`src/pkg/ufc_pkg.sv`:
```
// constants of the user feature configuration register bank
package ufc_pkg;

    // command code and word layout
    localparam logic [7:0]  CMD_CODE     = 8'hD1;
    localparam logic [15:0] CFG_RESET    = 16'h2011;
    localparam logic [15:0] CFG_WR_MASK  = 16'hEBFF;

    // field positions
    localparam int MIN_N_HI    = 15;
    localparam int MIN_N_LO    = 14;
    localparam int MIN_EN_BIT  = 13;
    localparam int TMO_EN_BIT  = 11;
    localparam int FF_OFF_BIT  = 9;
    localparam int SPREAD_BIT  = 8;
    localparam int TX_RATE_BIT = 7;
    localparam int SYNC_USE_BIT = 6;
    localparam int SYNC_OUT_BIT = 5;
    localparam int TX_INH_BIT  = 4;
    localparam int TMO_INH_BIT = 3;
    localparam int LS_ON_BIT   = 2;
    localparam int STBY_HI     = 1;
    localparam int STBY_LO     = 0;

    // standby field codes
    localparam logic [1:0] STBY_LOWPWR = 2'h0;
    localparam logic [1:0] STBY_CONT   = 2'h1;
    localparam logic [1:0] STBY_RSVD   = 2'h2;
    localparam logic [1:0] STBY_PULSED = 2'h3;

    // duty is expressed in 1/256 of the switching period
    localparam int         DUTY_W      = 8;
    localparam logic [7:0] DUTY_STEP   = 8'h01;

    // sync time-out after disable
    localparam int unsigned SYNC_TMO_MS  = 500;
    localparam int unsigned CLK_KHZ      = 100000;
    localparam int unsigned SYNC_TMO_CYC = SYNC_TMO_MS * CLK_KHZ;
    localparam int          TMO_CNT_W    = 26;

endpackage : ufc_pkg

```
`src/logic/ufc_top.sv`:
```
// user feature configuration word and the settings it drives
//
// Functional notes
// [RQ1] during a ramp, duty is held at least (N+1)/256 of the period
// [RQ2] minimum duty floor applies only while its enable bit is set
// [RQ3] with time-out set, sync output stops 500 ms after disable
// [RQ4] feed-forward bit clear means coefficients corrected for supply
// [RQ5] spread bit clear: ignore peer faults, or sequence down if enabled
// [RQ6] spread bit set: any group fault shuts the output down at once
// [RQ7] host keeps the three link transmit control bits at zero
// [RQ8] sync-use bit clear: auto-configure; set: switch on sync input clock
// [RQ9] sync-output bit clear: pin input only; set: drive internal clock out (code drives it only while the sync-use bit is clear)
// [RQ10] while disabled, low-side drive follows its control bit
// [RQ11] standby 00: low power when disabled, no telemetry readings
// [RQ12] standby 01 continuous monitor, 11 pulsed monitor, 10 reserved
// [RQ13] reset value of the word is 2011h
// [RQ14] register is read and written as one two-byte word
// [RQ15] driven sync pin is open-drain or push-pull per manufacturer bit
// [RQ16] reserved bits 12 and 10 read zero and do nothing
`timescale 1ns/100ps
module ufc_top #(
    parameter int unsigned SYNC_TMO_CYC = ufc_pkg::SYNC_TMO_CYC
) (
    // clock and reset
    input  wire logic        ref_clk_i,
    input  wire logic        srst_i,
    // decoded management-link word command
    input  wire logic        cmd_valid_i,
    input  wire logic        cmd_write_i,
    input  wire logic [7:0]  cmd_code_i,
    input  wire logic [15:0] cmd_wdata_i,
    output logic             cmd_hit_o,
    output logic             rd_valid_o,
    output logic [15:0]      rd_data_o,
    // device state
    input  wire logic        dev_en_i,
    input  wire logic        ramp_active_i,
    input  wire logic        seq_en_i,
    input  wire logic        ext_fault_i,
    input  wire logic        tele_read_i,
    input  wire logic        sync_drive_pp_i,
    // pwm engine
    input  wire logic [7:0]  duty_req_i,
    input  wire logic        pwm_low_i,
    input  wire logic        sw_clk_i,
    output logic [7:0]       duty_o,
    output logic             ls_on_o,
    // sync pin
    input  wire logic        sync_pin_i,
    output logic             sync_pin_o,
    output logic             sync_pin_oe_n_o,
    output logic             sync_rx_o,
    // settings to oscillator, loop and fault logic
    output logic             clk_ext_o,
    output logic             ff_correct_o,
    output logic             shutdown_o,
    output logic             seq_down_o,
    // standby behaviour
    output logic             lowpower_o,
    output logic             mon_cont_o,
    output logic             mon_pulse_o,
    output logic             tele_avail_o
);

    typedef struct packed {
        logic [15:0] cfg;
        logic [15:0] rd_data;
        logic        rd_valid;
        logic        hit;
        logic [7:0]  duty;
        logic        ls_on;
        logic        sync_out;
        logic        sync_oe_n;
        logic        shutdown;
        logic        seq_down;
        logic        lowpower;
        logic        mon_cont;
        logic        mon_pulse;
        logic        tele_avail;
        logic        ff_correct;
        logic        clk_ext;
    } ufc_top_state_t;

    localparam ufc_top_state_t RST_STATE = '{
        cfg:        ufc_pkg::CFG_RESET,
        rd_data:    16'h0000,
        rd_valid:   1'b0,
        hit:        1'b0,
        duty:       8'h00,
        ls_on:      1'b0,
        sync_out:   1'b0,
        sync_oe_n:  1'b1,
        shutdown:   1'b0,
        seq_down:   1'b0,
        lowpower:   1'b0,
        mon_cont:   1'b0,
        mon_pulse:  1'b0,
        tele_avail: 1'b0,
        ff_correct: 1'b0,
        clk_ext:    1'b0
    };

    ufc_top_state_t q;
    ufc_top_state_t d;

    logic       tmo_exp;
    logic       sync_drive;
    logic [1:0] stby;
    logic [7:0] duty_floor;
    logic       our_cmd;

    ufc_sync2 i_ufc_sync2 (
        .ref_clk_i (ref_clk_i),
        .srst_i    (srst_i),
        .async_i   (sync_pin_i),
        .sync_o    (sync_rx_o)
    );

    // runs only while the device is disabled
    ufc_sync_timer #(
        .CNT_W (ufc_pkg::TMO_CNT_W),
        .LIMIT (SYNC_TMO_CYC)
    ) i_ufc_sync_timer (
        .ref_clk_i (ref_clk_i),
        .srst_i    (srst_i),
        .run_i     (!dev_en_i),
        .expired_o (tmo_exp)
    );

    always_comb begin
        d          = q;
        our_cmd    = cmd_valid_i && (cmd_code_i == ufc_pkg::CMD_CODE);
        stby       = q.cfg[ufc_pkg::STBY_HI:ufc_pkg::STBY_LO];
        duty_floor = {6'h00, q.cfg[ufc_pkg::MIN_N_HI:ufc_pkg::MIN_N_LO]}
                     + ufc_pkg::DUTY_STEP; // see [RQ1]
        // whole-word access; reserved bits never stored
        d.hit      = our_cmd; // see [RQ14]
        d.rd_valid = our_cmd && !cmd_write_i;
        if (our_cmd && !cmd_write_i) begin
            d.rd_data = q.cfg; // see [RQ14]
        end
        if (our_cmd && cmd_write_i) begin
            d.cfg = cmd_wdata_i & ufc_pkg::CFG_WR_MASK; // see [RQ16]
        end
        // transmit control bits are stored but steer nothing, see [RQ7]
        // ramp floor
        if (q.cfg[ufc_pkg::MIN_EN_BIT] && ramp_active_i &&
            (duty_req_i < duty_floor)) begin
            d.duty = duty_floor; // see [RQ1]
        end else begin
            d.duty = duty_req_i; // see [RQ2]
        end
        // low-side drive
        if (dev_en_i) begin
            d.ls_on = pwm_low_i;
        end else begin
            d.ls_on = q.cfg[ufc_pkg::LS_ON_BIT]; // see [RQ10]
        end
        // sync pin drive
        sync_drive = q.cfg[ufc_pkg::SYNC_OUT_BIT] &&
                     !q.cfg[ufc_pkg::SYNC_USE_BIT] && // see [RQ9]
                     !(q.cfg[ufc_pkg::TMO_EN_BIT] && tmo_exp); // see [RQ3]
        if (!sync_drive) begin
            d.sync_out  = 1'b0;
            d.sync_oe_n = 1'b1;
        end else if (sync_drive_pp_i) begin
            d.sync_out  = sw_clk_i; // see [RQ15]
            d.sync_oe_n = 1'b0;
        end else begin
            // open-drain: pull low only, release for the high phase
            d.sync_out  = 1'b0; // see [RQ15]
            d.sync_oe_n = sw_clk_i;
        end
        d.clk_ext    = q.cfg[ufc_pkg::SYNC_USE_BIT]; // see [RQ8]
        d.ff_correct = !q.cfg[ufc_pkg::FF_OFF_BIT]; // see [RQ4]
        // fault spreading
        d.shutdown = q.cfg[ufc_pkg::SPREAD_BIT] && ext_fault_i; // see [RQ6]
        d.seq_down = !q.cfg[ufc_pkg::SPREAD_BIT] && seq_en_i &&
                     ext_fault_i; // see [RQ5]
        // standby; the reserved code behaves as low power
        d.lowpower   = !dev_en_i && ((stby == ufc_pkg::STBY_LOWPWR) ||
                       (stby == ufc_pkg::STBY_RSVD)); // see [RQ11]
        d.mon_cont   = !dev_en_i && (stby == ufc_pkg::STBY_CONT); // see [RQ12]
        d.mon_pulse  = !dev_en_i && (stby == ufc_pkg::STBY_PULSED) &&
                       tele_read_i; // see [RQ12]
        d.tele_avail = dev_en_i || (stby == ufc_pkg::STBY_CONT) ||
                       (stby == ufc_pkg::STBY_PULSED); // see [RQ11]
    end

    always_ff @(posedge ref_clk_i) begin
        if (srst_i) begin
            q <= RST_STATE; // see [RQ13]
        end else begin
            q <= d;
        end
    end

    assign cmd_hit_o       = q.hit;
    assign rd_valid_o      = q.rd_valid;
    assign rd_data_o       = q.rd_data;
    assign duty_o          = q.duty;
    assign ls_on_o         = q.ls_on;
    assign sync_pin_o      = q.sync_out;
    assign sync_pin_oe_n_o = q.sync_oe_n;
    assign clk_ext_o       = q.clk_ext;
    assign ff_correct_o    = q.ff_correct;
    assign shutdown_o      = q.shutdown;
    assign seq_down_o      = q.seq_down;
    assign lowpower_o      = q.lowpower;
    assign mon_cont_o      = q.mon_cont;
    assign mon_pulse_o     = q.mon_pulse;
    assign tele_avail_o    = q.tele_avail;
endmodule // ufc_top

```
`src/logic/ufc_sync2.sv`:
```
// two flip-flop synchronizer for a pin level
`timescale 1ns/100ps
module ufc_sync2 (
    // clock and reset
    input  wire logic ref_clk_i,
    input  wire logic srst_i,
    // pin side and synchronized level
    input  wire logic async_i,
    output logic      sync_o
);

    typedef struct packed {
        logic s1;
        logic s2;
    } ufc_sync2_state_t;

    ufc_sync2_state_t q;
    ufc_sync2_state_t d;

    always_comb begin
        d    = q;
        d.s1 = async_i;
        d.s2 = q.s1;
    end

    always_ff @(posedge ref_clk_i) begin
        if (srst_i) begin
            q <= '0;
        end else begin
            q <= d;
        end
    end

    assign sync_o = q.s2;

endmodule // ufc_sync2

```
`src/logic/ufc_sync_timer.sv`:
```
// counts cycles while running and flags expiry, saturating
`timescale 1ns/100ps
module ufc_sync_timer #(
    parameter int          CNT_W = ufc_pkg::TMO_CNT_W,
    parameter int unsigned LIMIT = ufc_pkg::SYNC_TMO_CYC
) (
    // clock and reset
    input  wire logic ref_clk_i,
    input  wire logic srst_i,
    // control and status
    input  wire logic run_i,
    output logic      expired_o
);

    localparam logic [CNT_W-1:0] LIM_M1 = CNT_W'(LIMIT - 1);
    localparam logic [CNT_W-1:0] ONE    = CNT_W'(1);

    typedef struct packed {
        logic [CNT_W-1:0] cnt;
        logic             expired;
    } ufc_timer_state_t;

    ufc_timer_state_t q;
    ufc_timer_state_t d;

    always_comb begin
        d = q;
        if (!run_i) begin
            d.cnt     = '0;
            d.expired = 1'b0;
        end else if (!q.expired) begin
            if (q.cnt == LIM_M1) begin
                d.expired = 1'b1;
            end else begin
                d.cnt = q.cnt + ONE;
            end
        end
    end

    always_ff @(posedge ref_clk_i) begin
        if (srst_i) begin
            q <= '0;
        end else begin
            q <= d;
        end
    end

    assign expired_o = q.expired;

endmodule // ufc_sync_timer

```
`config.mk`:
```
export PLATFORM = sky130hd
export DESIGN_NAME = ufc_top
export DESIGN_NICKNAME = d
export VERILOG_FILES = /design/src/pkg/ufc_pkg.sv /design/src/logic/ufc_top.sv /design/src/logic/ufc_sync2.sv /design/src/logic/ufc_sync_timer.sv
export SDC_FILE = /design/constraint.sdc
export NUM_CORES = 1
export LEC_CHECK = 0
export ABC_AREA = 0
export BUFFER_PORTS_ARGS = -buffer_cell sky130_fd_sc_hd__buf_4
export CORE_ASPECT_RATIO = 0.6
export CORE_MARGIN = 1
export CORE_UTILIZATION = 50
export DETAILED_ROUTE_END_ITERATION = 7
export PLACE_DENSITY = 0.85
export SETUP_SLACK_MARGIN = 0.2
export SYNTH_ARGS = -nofsm -noshare
export SYNTH_HDL_FRONTEND = slang
export SYNTH_HIERARCHICAL = 1
export SYNTH_SLANG_ARGS = --single-unit
```
`constraint.sdc`:
```
create_clock -name ref_clk_i -period 2.8 [get_ports ref_clk_i]
set_input_delay 0.42 -clock ref_clk_i [delete_from_list [all_inputs] [get_ports ref_clk_i]]
set_output_delay 0.42 -clock ref_clk_i [all_outputs]
set_load 0.01 [all_outputs]
```
### Word level (Yosys, flattened, before mapping)

Cells that the tools add are included.

| storage, ports and cells | value |
|---|---|
| flip-flop bits (word level) | 78 |
| latch bits | 0 |
| bits in writable memories | 0 |
| bits in read-only memories | 0 |
| input bits | 45 |
| output and inout bits | 38 |
| word-level logic and storage cells | 66 |
| memories kept | 0 |

| operators by class | value |
|---|---|
| add/subtract/negate cells | 2 |
| multiply operators | 0 |
| div/mod/pow operators | 0 |
| $lt $le $gt $ge | 1 |
| equal/unequal tests | 5 |
| shifts and indexed selects | 0 |
| mux-type cells | 5 |
| bitwise gates (word level) | 4 |
| reduce and logical (&&, ||, !) cells | 29 |

Operators by type and width:

| operator | number |
|---|---|
| adder 26 x 1 -> 26 bit (second input constant) | 1 |
| equality test 26 bit (second input constant) | 1 |
| logical AND 1 bit | 15 |
| equality test 8 bit (second input constant) | 1 |
| less-than comparator 8 x 3 -> 1 bit | 1 |
| 2-to-1 mux 8 bit | 1 |
| zero test 1 bit | 6 |
| equality test 2 bit (second input constant) | 2 |
| 2-to-1 mux 1 bit | 4 |
| inverter 1 bit | 4 |
| OR reduction 2 bit | 2 |
| adder 2 x 1 -> 3 bit (second input constant) | 1 |
| logical OR 1 bit | 3 |
| OR reduction 3 bit | 1 |
| equality test 2 x 1 -> 1 bit (second input constant) | 1 |
| zero test 2 bit | 1 |
| AND reduction 2 bit | 1 |

### Depth between registers and ports, before layout

| depth | value |
|---|---|
| depth in word-level cells | 5 |
| depth in mapped cells | 6 |
| mapped depth without buffers | 6 |

### By module

Netlist, hierarchy kept.

Modules (own cells, without submodules):

| module | instances | cells an instance | area an instance (um2) | sequential area each (um2) |
|---|---|---|---|---|
| ufc_top | 1 | 208 | 2139.6 | 980.9 |
| ufc_sync_timer | 1 | 157 | 1392.6 | 540.5 |
| ufc_sync2 | 1 | 4 | 52.6 | 40.0 |

### Worst setup path before layout

OpenSTA, ideal clock, no wires.

| timing | value |
|---|---|
| path kind | flip-flop to flip-flop |
| start point | reg q[51] (netlist name) |
| end point | reg q, in the netlist duty_o[0] |
| library setup time | 0.123 ns |
| arrival time | 1.557 ns |
| required time | 2.677 ns |
| path slack | 1.120 ns |
| stages on the path, launching flop included | 7 |
| path buffers | 0 |
| period minus slack after synthesis | 1.680 ns |
| cell sequence | dfxtp_1 ha_1 inv_1 ha_1 o21ai_0 o211a_1 mux2_1 |

| on the way | value |
|---|---|
| longest elaborated chain between the ends | 4 |

Ends and longest elaborated chain:

| item | line | source |
|---|---|---|
| start, declared | ufc_top.sv:103 | `ufc_top_state_t q;` |
| start signal, assigned | ufc_top.sv:192 | `q <= RST_STATE;` |
| start signal, assigned | ufc_top.sv:194 | `q <= d;` |
| adder 2 x 1 -> 3 bit * | ufc_top.sv:135 | `+ ufc_pkg::DUTY_STEP;` |
| less-than comparator 8 x 3 -> 1 bit | ufc_top.sv:148 | `(duty_req_i < duty_floor)) begin` |
| logical AND 1 bit | ufc_top.sv:147 | `if (q.cfg[ufc_pkg::MIN_EN_BIT] && ramp_active_i &&` |
| 2-to-1 mux 8 bit * | ufc_top.sv:147 |  |

Every way passes the cells marked *; elsewhere a longest branch is shown, timed or not.
A chain may end at the register's enable or synchronous reset.

### Final worst setup path

| timing | value |
|---|---|
| start point | reg i_ufc_sync_timer/q[3] (netlist name) |
| end point | reg i_ufc_sync_timer/q[26] (netlist name) |

| on the way | value |
|---|---|
| longest elaborated chain between the ends | 3 |
| elaborated cells between the ends (all ways) | 4 |
| classes of those cells | add/sub (1); eq/ne (1); bitwise (1); reduce/logical (1) |

Ends and longest elaborated chain:

| item | line | source |
|---|---|---|
| start, declared | ufc_sync_timer.sv:23 | `ufc_timer_state_t q;` |
| start signal, assigned | ufc_sync_timer.sv:42 | `q <= '0;` |
| start signal, assigned | ufc_sync_timer.sv:44 | `q <= d;` |
| parallel branches: the longest is 3 deep, another holds adder 26 x 1 -> 26 bit | -- |  |

Parallel ways; which one is timed is not known.

==> impl_metrics.env <==
export IMPL_netlist_area_um2=3580
export IMPL_fmax_mhz=527
export IMPL_yosysSeqAreaShare_pct=43.6
export IMPL_critPathKind="flip-flop to flip-flop"
export IMPL_cts_resized=0
export IMPL_dr_max_layer_used="met4"
export IMPL_start_kind="flip-flop"
export IMPL_num_rows=23
export IMPL_core_um2=6790
export IMPL_cts_clk_slew_worst_paths_ns=0.06
export IMPL_outcome="finished, violations left"
export IMPL_regToRegSetupSlack_ns=0.90
export IMPL_wl_met1_mm=3.43
export IMPL_grt_antenna_before_repair=0
export IMPL_tightest_slew_ns=0.506
export IMPL_num_io_pins=83
export IMPL_post_cts_buffers=0
export IMPL_placed_area_um2=4020
export IMPL_wire_per_inst_um=14.6
export IMPL_synth_distinct_cells=49
export IMPL_grt_overflow=0
export IMPL_cp_max_fo=10
export IMPL_holdCritPathClass="input pin to flip-flop"
export IMPL_setup_violations=0
export IMPL_first_pass_iters=6
export IMPL_die_h_um=67.6
export IMPL_cts_tree="done"
export IMPL_vdd_drop_max_mv=0.467
export IMPL_cts_buffers=9
export IMPL_synth_edf_count=0
export IMPL_violations="design-rule violations"
export IMPL_first_global_vias=2637
export IMPL_maxSlewHeadroom_pct=66.0
export IMPL_ys_ff_latch=78
export IMPL_wl_met3_um=453
export IMPL_yosysWarnings=6
export IMPL_synth_cells=369
export IMPL_gp_congestion=0.866
export IMPL_rsz0062_at_grt="no"
export IMPL_grt_pass1_wl_mm=12.6
export IMPL_drt_vias_per_instance=5.16
export IMPL_post_route_period_util_pct=67.8
export IMPL_post_route_min_period_ns=1.90
export IMPL_route_met2_wl_mm=3.49
export IMPL_worstSkewPairLatency_ns=0.34
export IMPL_final_hold_viol_count=0
export IMPL_initial_core_util_pct=52.8
export IMPL_final_util_pct=63.9
export IMPL_synth_flop_cell="dfxtp_1"
export IMPL_routed_wl_mm=7.48
export IMPL_place_inst=498
export IMPL_clock_skew_ns=0.00601
export IMPL_finalSetupTns_ns=0
export IMPL_hpwl_mm=5.34
export IMPL_avgSynthCellArea_um2=9.71
export IMPL_arrival_ns=2.14
export IMPL_final_layout_size_suffix_gt1_share_pct=26.0
export IMPL_max_cap_violations=0
export IMPL_cp_required_ns=3.04
export IMPL_antenna_cells=0
export IMPL_hold_buffers=0
export IMPL_vias=2653
export IMPL_syn2layout_area_growth_pct=21.2
export IMPL_p_leak_nw=1.71
export IMPL_die_x_um=111
export IMPL_fin_area_um2=4340
export IMPL_grt_util_all_layers_pct=22.2
export IMPL_grt_max_degree=69
export IMPL_final_nets=471
export IMPL_clock_root_buffer="clkbuf_16"
export IMPL_drtIter0Drc=129
export IMPL_cts_htree_levels=3
export IMPL_maxSlewViolCount=0
export IMPL_drcViolationCount=4
export IMPL_drtAntennaViolNets=0
export IMPL_ctsLongestPathBuffers=2
export IMPL_die_area_um2=7520
export IMPL_cts_sinks=78
export IMPL_fin_cells=514
export IMPL_power_density_nw_per_um2=578
export IMPL_async_flop_share_pct=0
export IMPL_io_buffers=78
export IMPL_cp_end_kind="flip-flop"
==> layer usage <==
metal | vias to the layer above | GRT usage, %
li1 | 1325 | -
met1 | 1244 | 25.2
met2 | 74 | 38.8
met3 | 10 | 9.07
met4 | 0 | 7.26
met5 | - | 0
==> per-stage QoR <==
step	setup slack (ns)	hold slack (ns)	power, mW
2_1_floorplan	1.12	0.394	1.22
3_3_place_gp	0.968	0.404	1.28
3_5_place_dp	0.912	0.425	1.28
4_1_cts	0.902	0.247	2.53
5_1_grt	0.760	0.247	2.60
6_report	0.901	0.258	2.51
==> placed cells by master, fill, tap and decap left out, types with 2 or more instances in the layout <==
cell type / instances
bufinv_16: 2
nor2_1: 41
clkinvlp_4: 2
clkbuf_16: 9
nand4_1: 5
ha_1: 4
xnor2_1: 19
nor3_1: 8
nor4bb_1: 2
buf_4: 80
nand3_1: 9
conb_1: 2
nor4_1: 3
clkinv_2: 2
inv_1: 12
mux2i_1: 32
or3_1: 2
nor4b_1: 3
nand2b_1: 44
dfxtp_1: 78
nor4_4: 3
and4_1: 4
nand2_1: 11
a21oi_1: 11
and3_2: 2
a211oi_1: 3
nor2b_1: 9
o21ai_0: 4
==> synthesized netlist by cell type, types with 2 or more instances <==
cell type	number	area share (%)
mux2i_1	32	8.9
buf_6	2	0.63
nor4_1	3	0.52
nor4_4	3	1.8
o21ai_0	4	0.56
and4_1	4	0.98
buf_4	24	5.0
nand3_1	9	1.3
nor4b_1	3	0.73
dfxtp_1	78	44
xnor2_1	19	4.6
nor2_1	41	4.3
nand2b_1	44	7.7
inv_1	12	1.3
nor3_1	8	1.1
and3_2	2	0.42
nor4bb_1	2	0.56
nand2_1	11	1.2
a21oi_1	11	1.5
or3_1	2	0.35
nand4_1	5	0.87
a211oi_1	3	0.63
ha_1	4	1.4
clkbuf_1	10	1.0
nor2b_1	9	1.6
==> final timing paths <==
check	start	endpoint	depth (start not counted)
min	cmd_write_i	rd_valid_o	2
max reg2reg	i_ufc_sync_timer/q[3]	i_ufc_sync_timer/q[26]	5
max	i_ufc_sync_timer/q[3]	i_ufc_sync_timer/q[26]	5
min reg2reg	i_ufc_sync2/d[0]	i_ufc_sync2/sync_o	1
==> registers in the layout, indices dropped and copies added, names as in the netlist, 8 cells and up <==
name                flops
q                      13
rd_data_o              14
duty_o                  8
i_ufc_sync_timer/q     26
==> kinds of logic (layout without fill, tap and decap cells) <==
| kind of cell | after synthesis | count (layout) | synth area share (%) |
|---|---|---|---|
| compound gates | 25 | 25 | 5.17 |
| xor+xnor | 19 | 19 | 4.64 |
| fa+ha+maj | 4 | 4 | 1.40 |
| buf+inv | 51 | 108 | 9.04 |
| flops | 78 | 78 | 43.6 |
| mux | 33 | 33 | 9.25 |
| other cells | 1 | 2 | 0.105 |
| simple gates | 158 | 158 | 26.8 |
==> layout make-up <==
type                    instances  area, um2
clock buffers                  10        239
well taps                      87        109
multi-input cells             241       1700
repair buffers                 80        601
inverters                      12       45.0
flip-flops and latches         78       1560
fillers                       545       2450
clock inverters                 6       85.1
==> power by group <==
group          internal, mW  switching (mW)  leakage, nW
clock network         0.801           0.453        0.154
registers              1.12         0.00467        0.633
logic                0.0740          0.0559        0.923
==> critical path: stages (launching register included) <==
cell and delay, ns:
dfxtp_1 0.40, and4_1 0.41, nand4_4 0.25, nor4_4 0.38, a311oi_1 0.14, a41o_1 0.22
(Power assumes the default switching activity.)
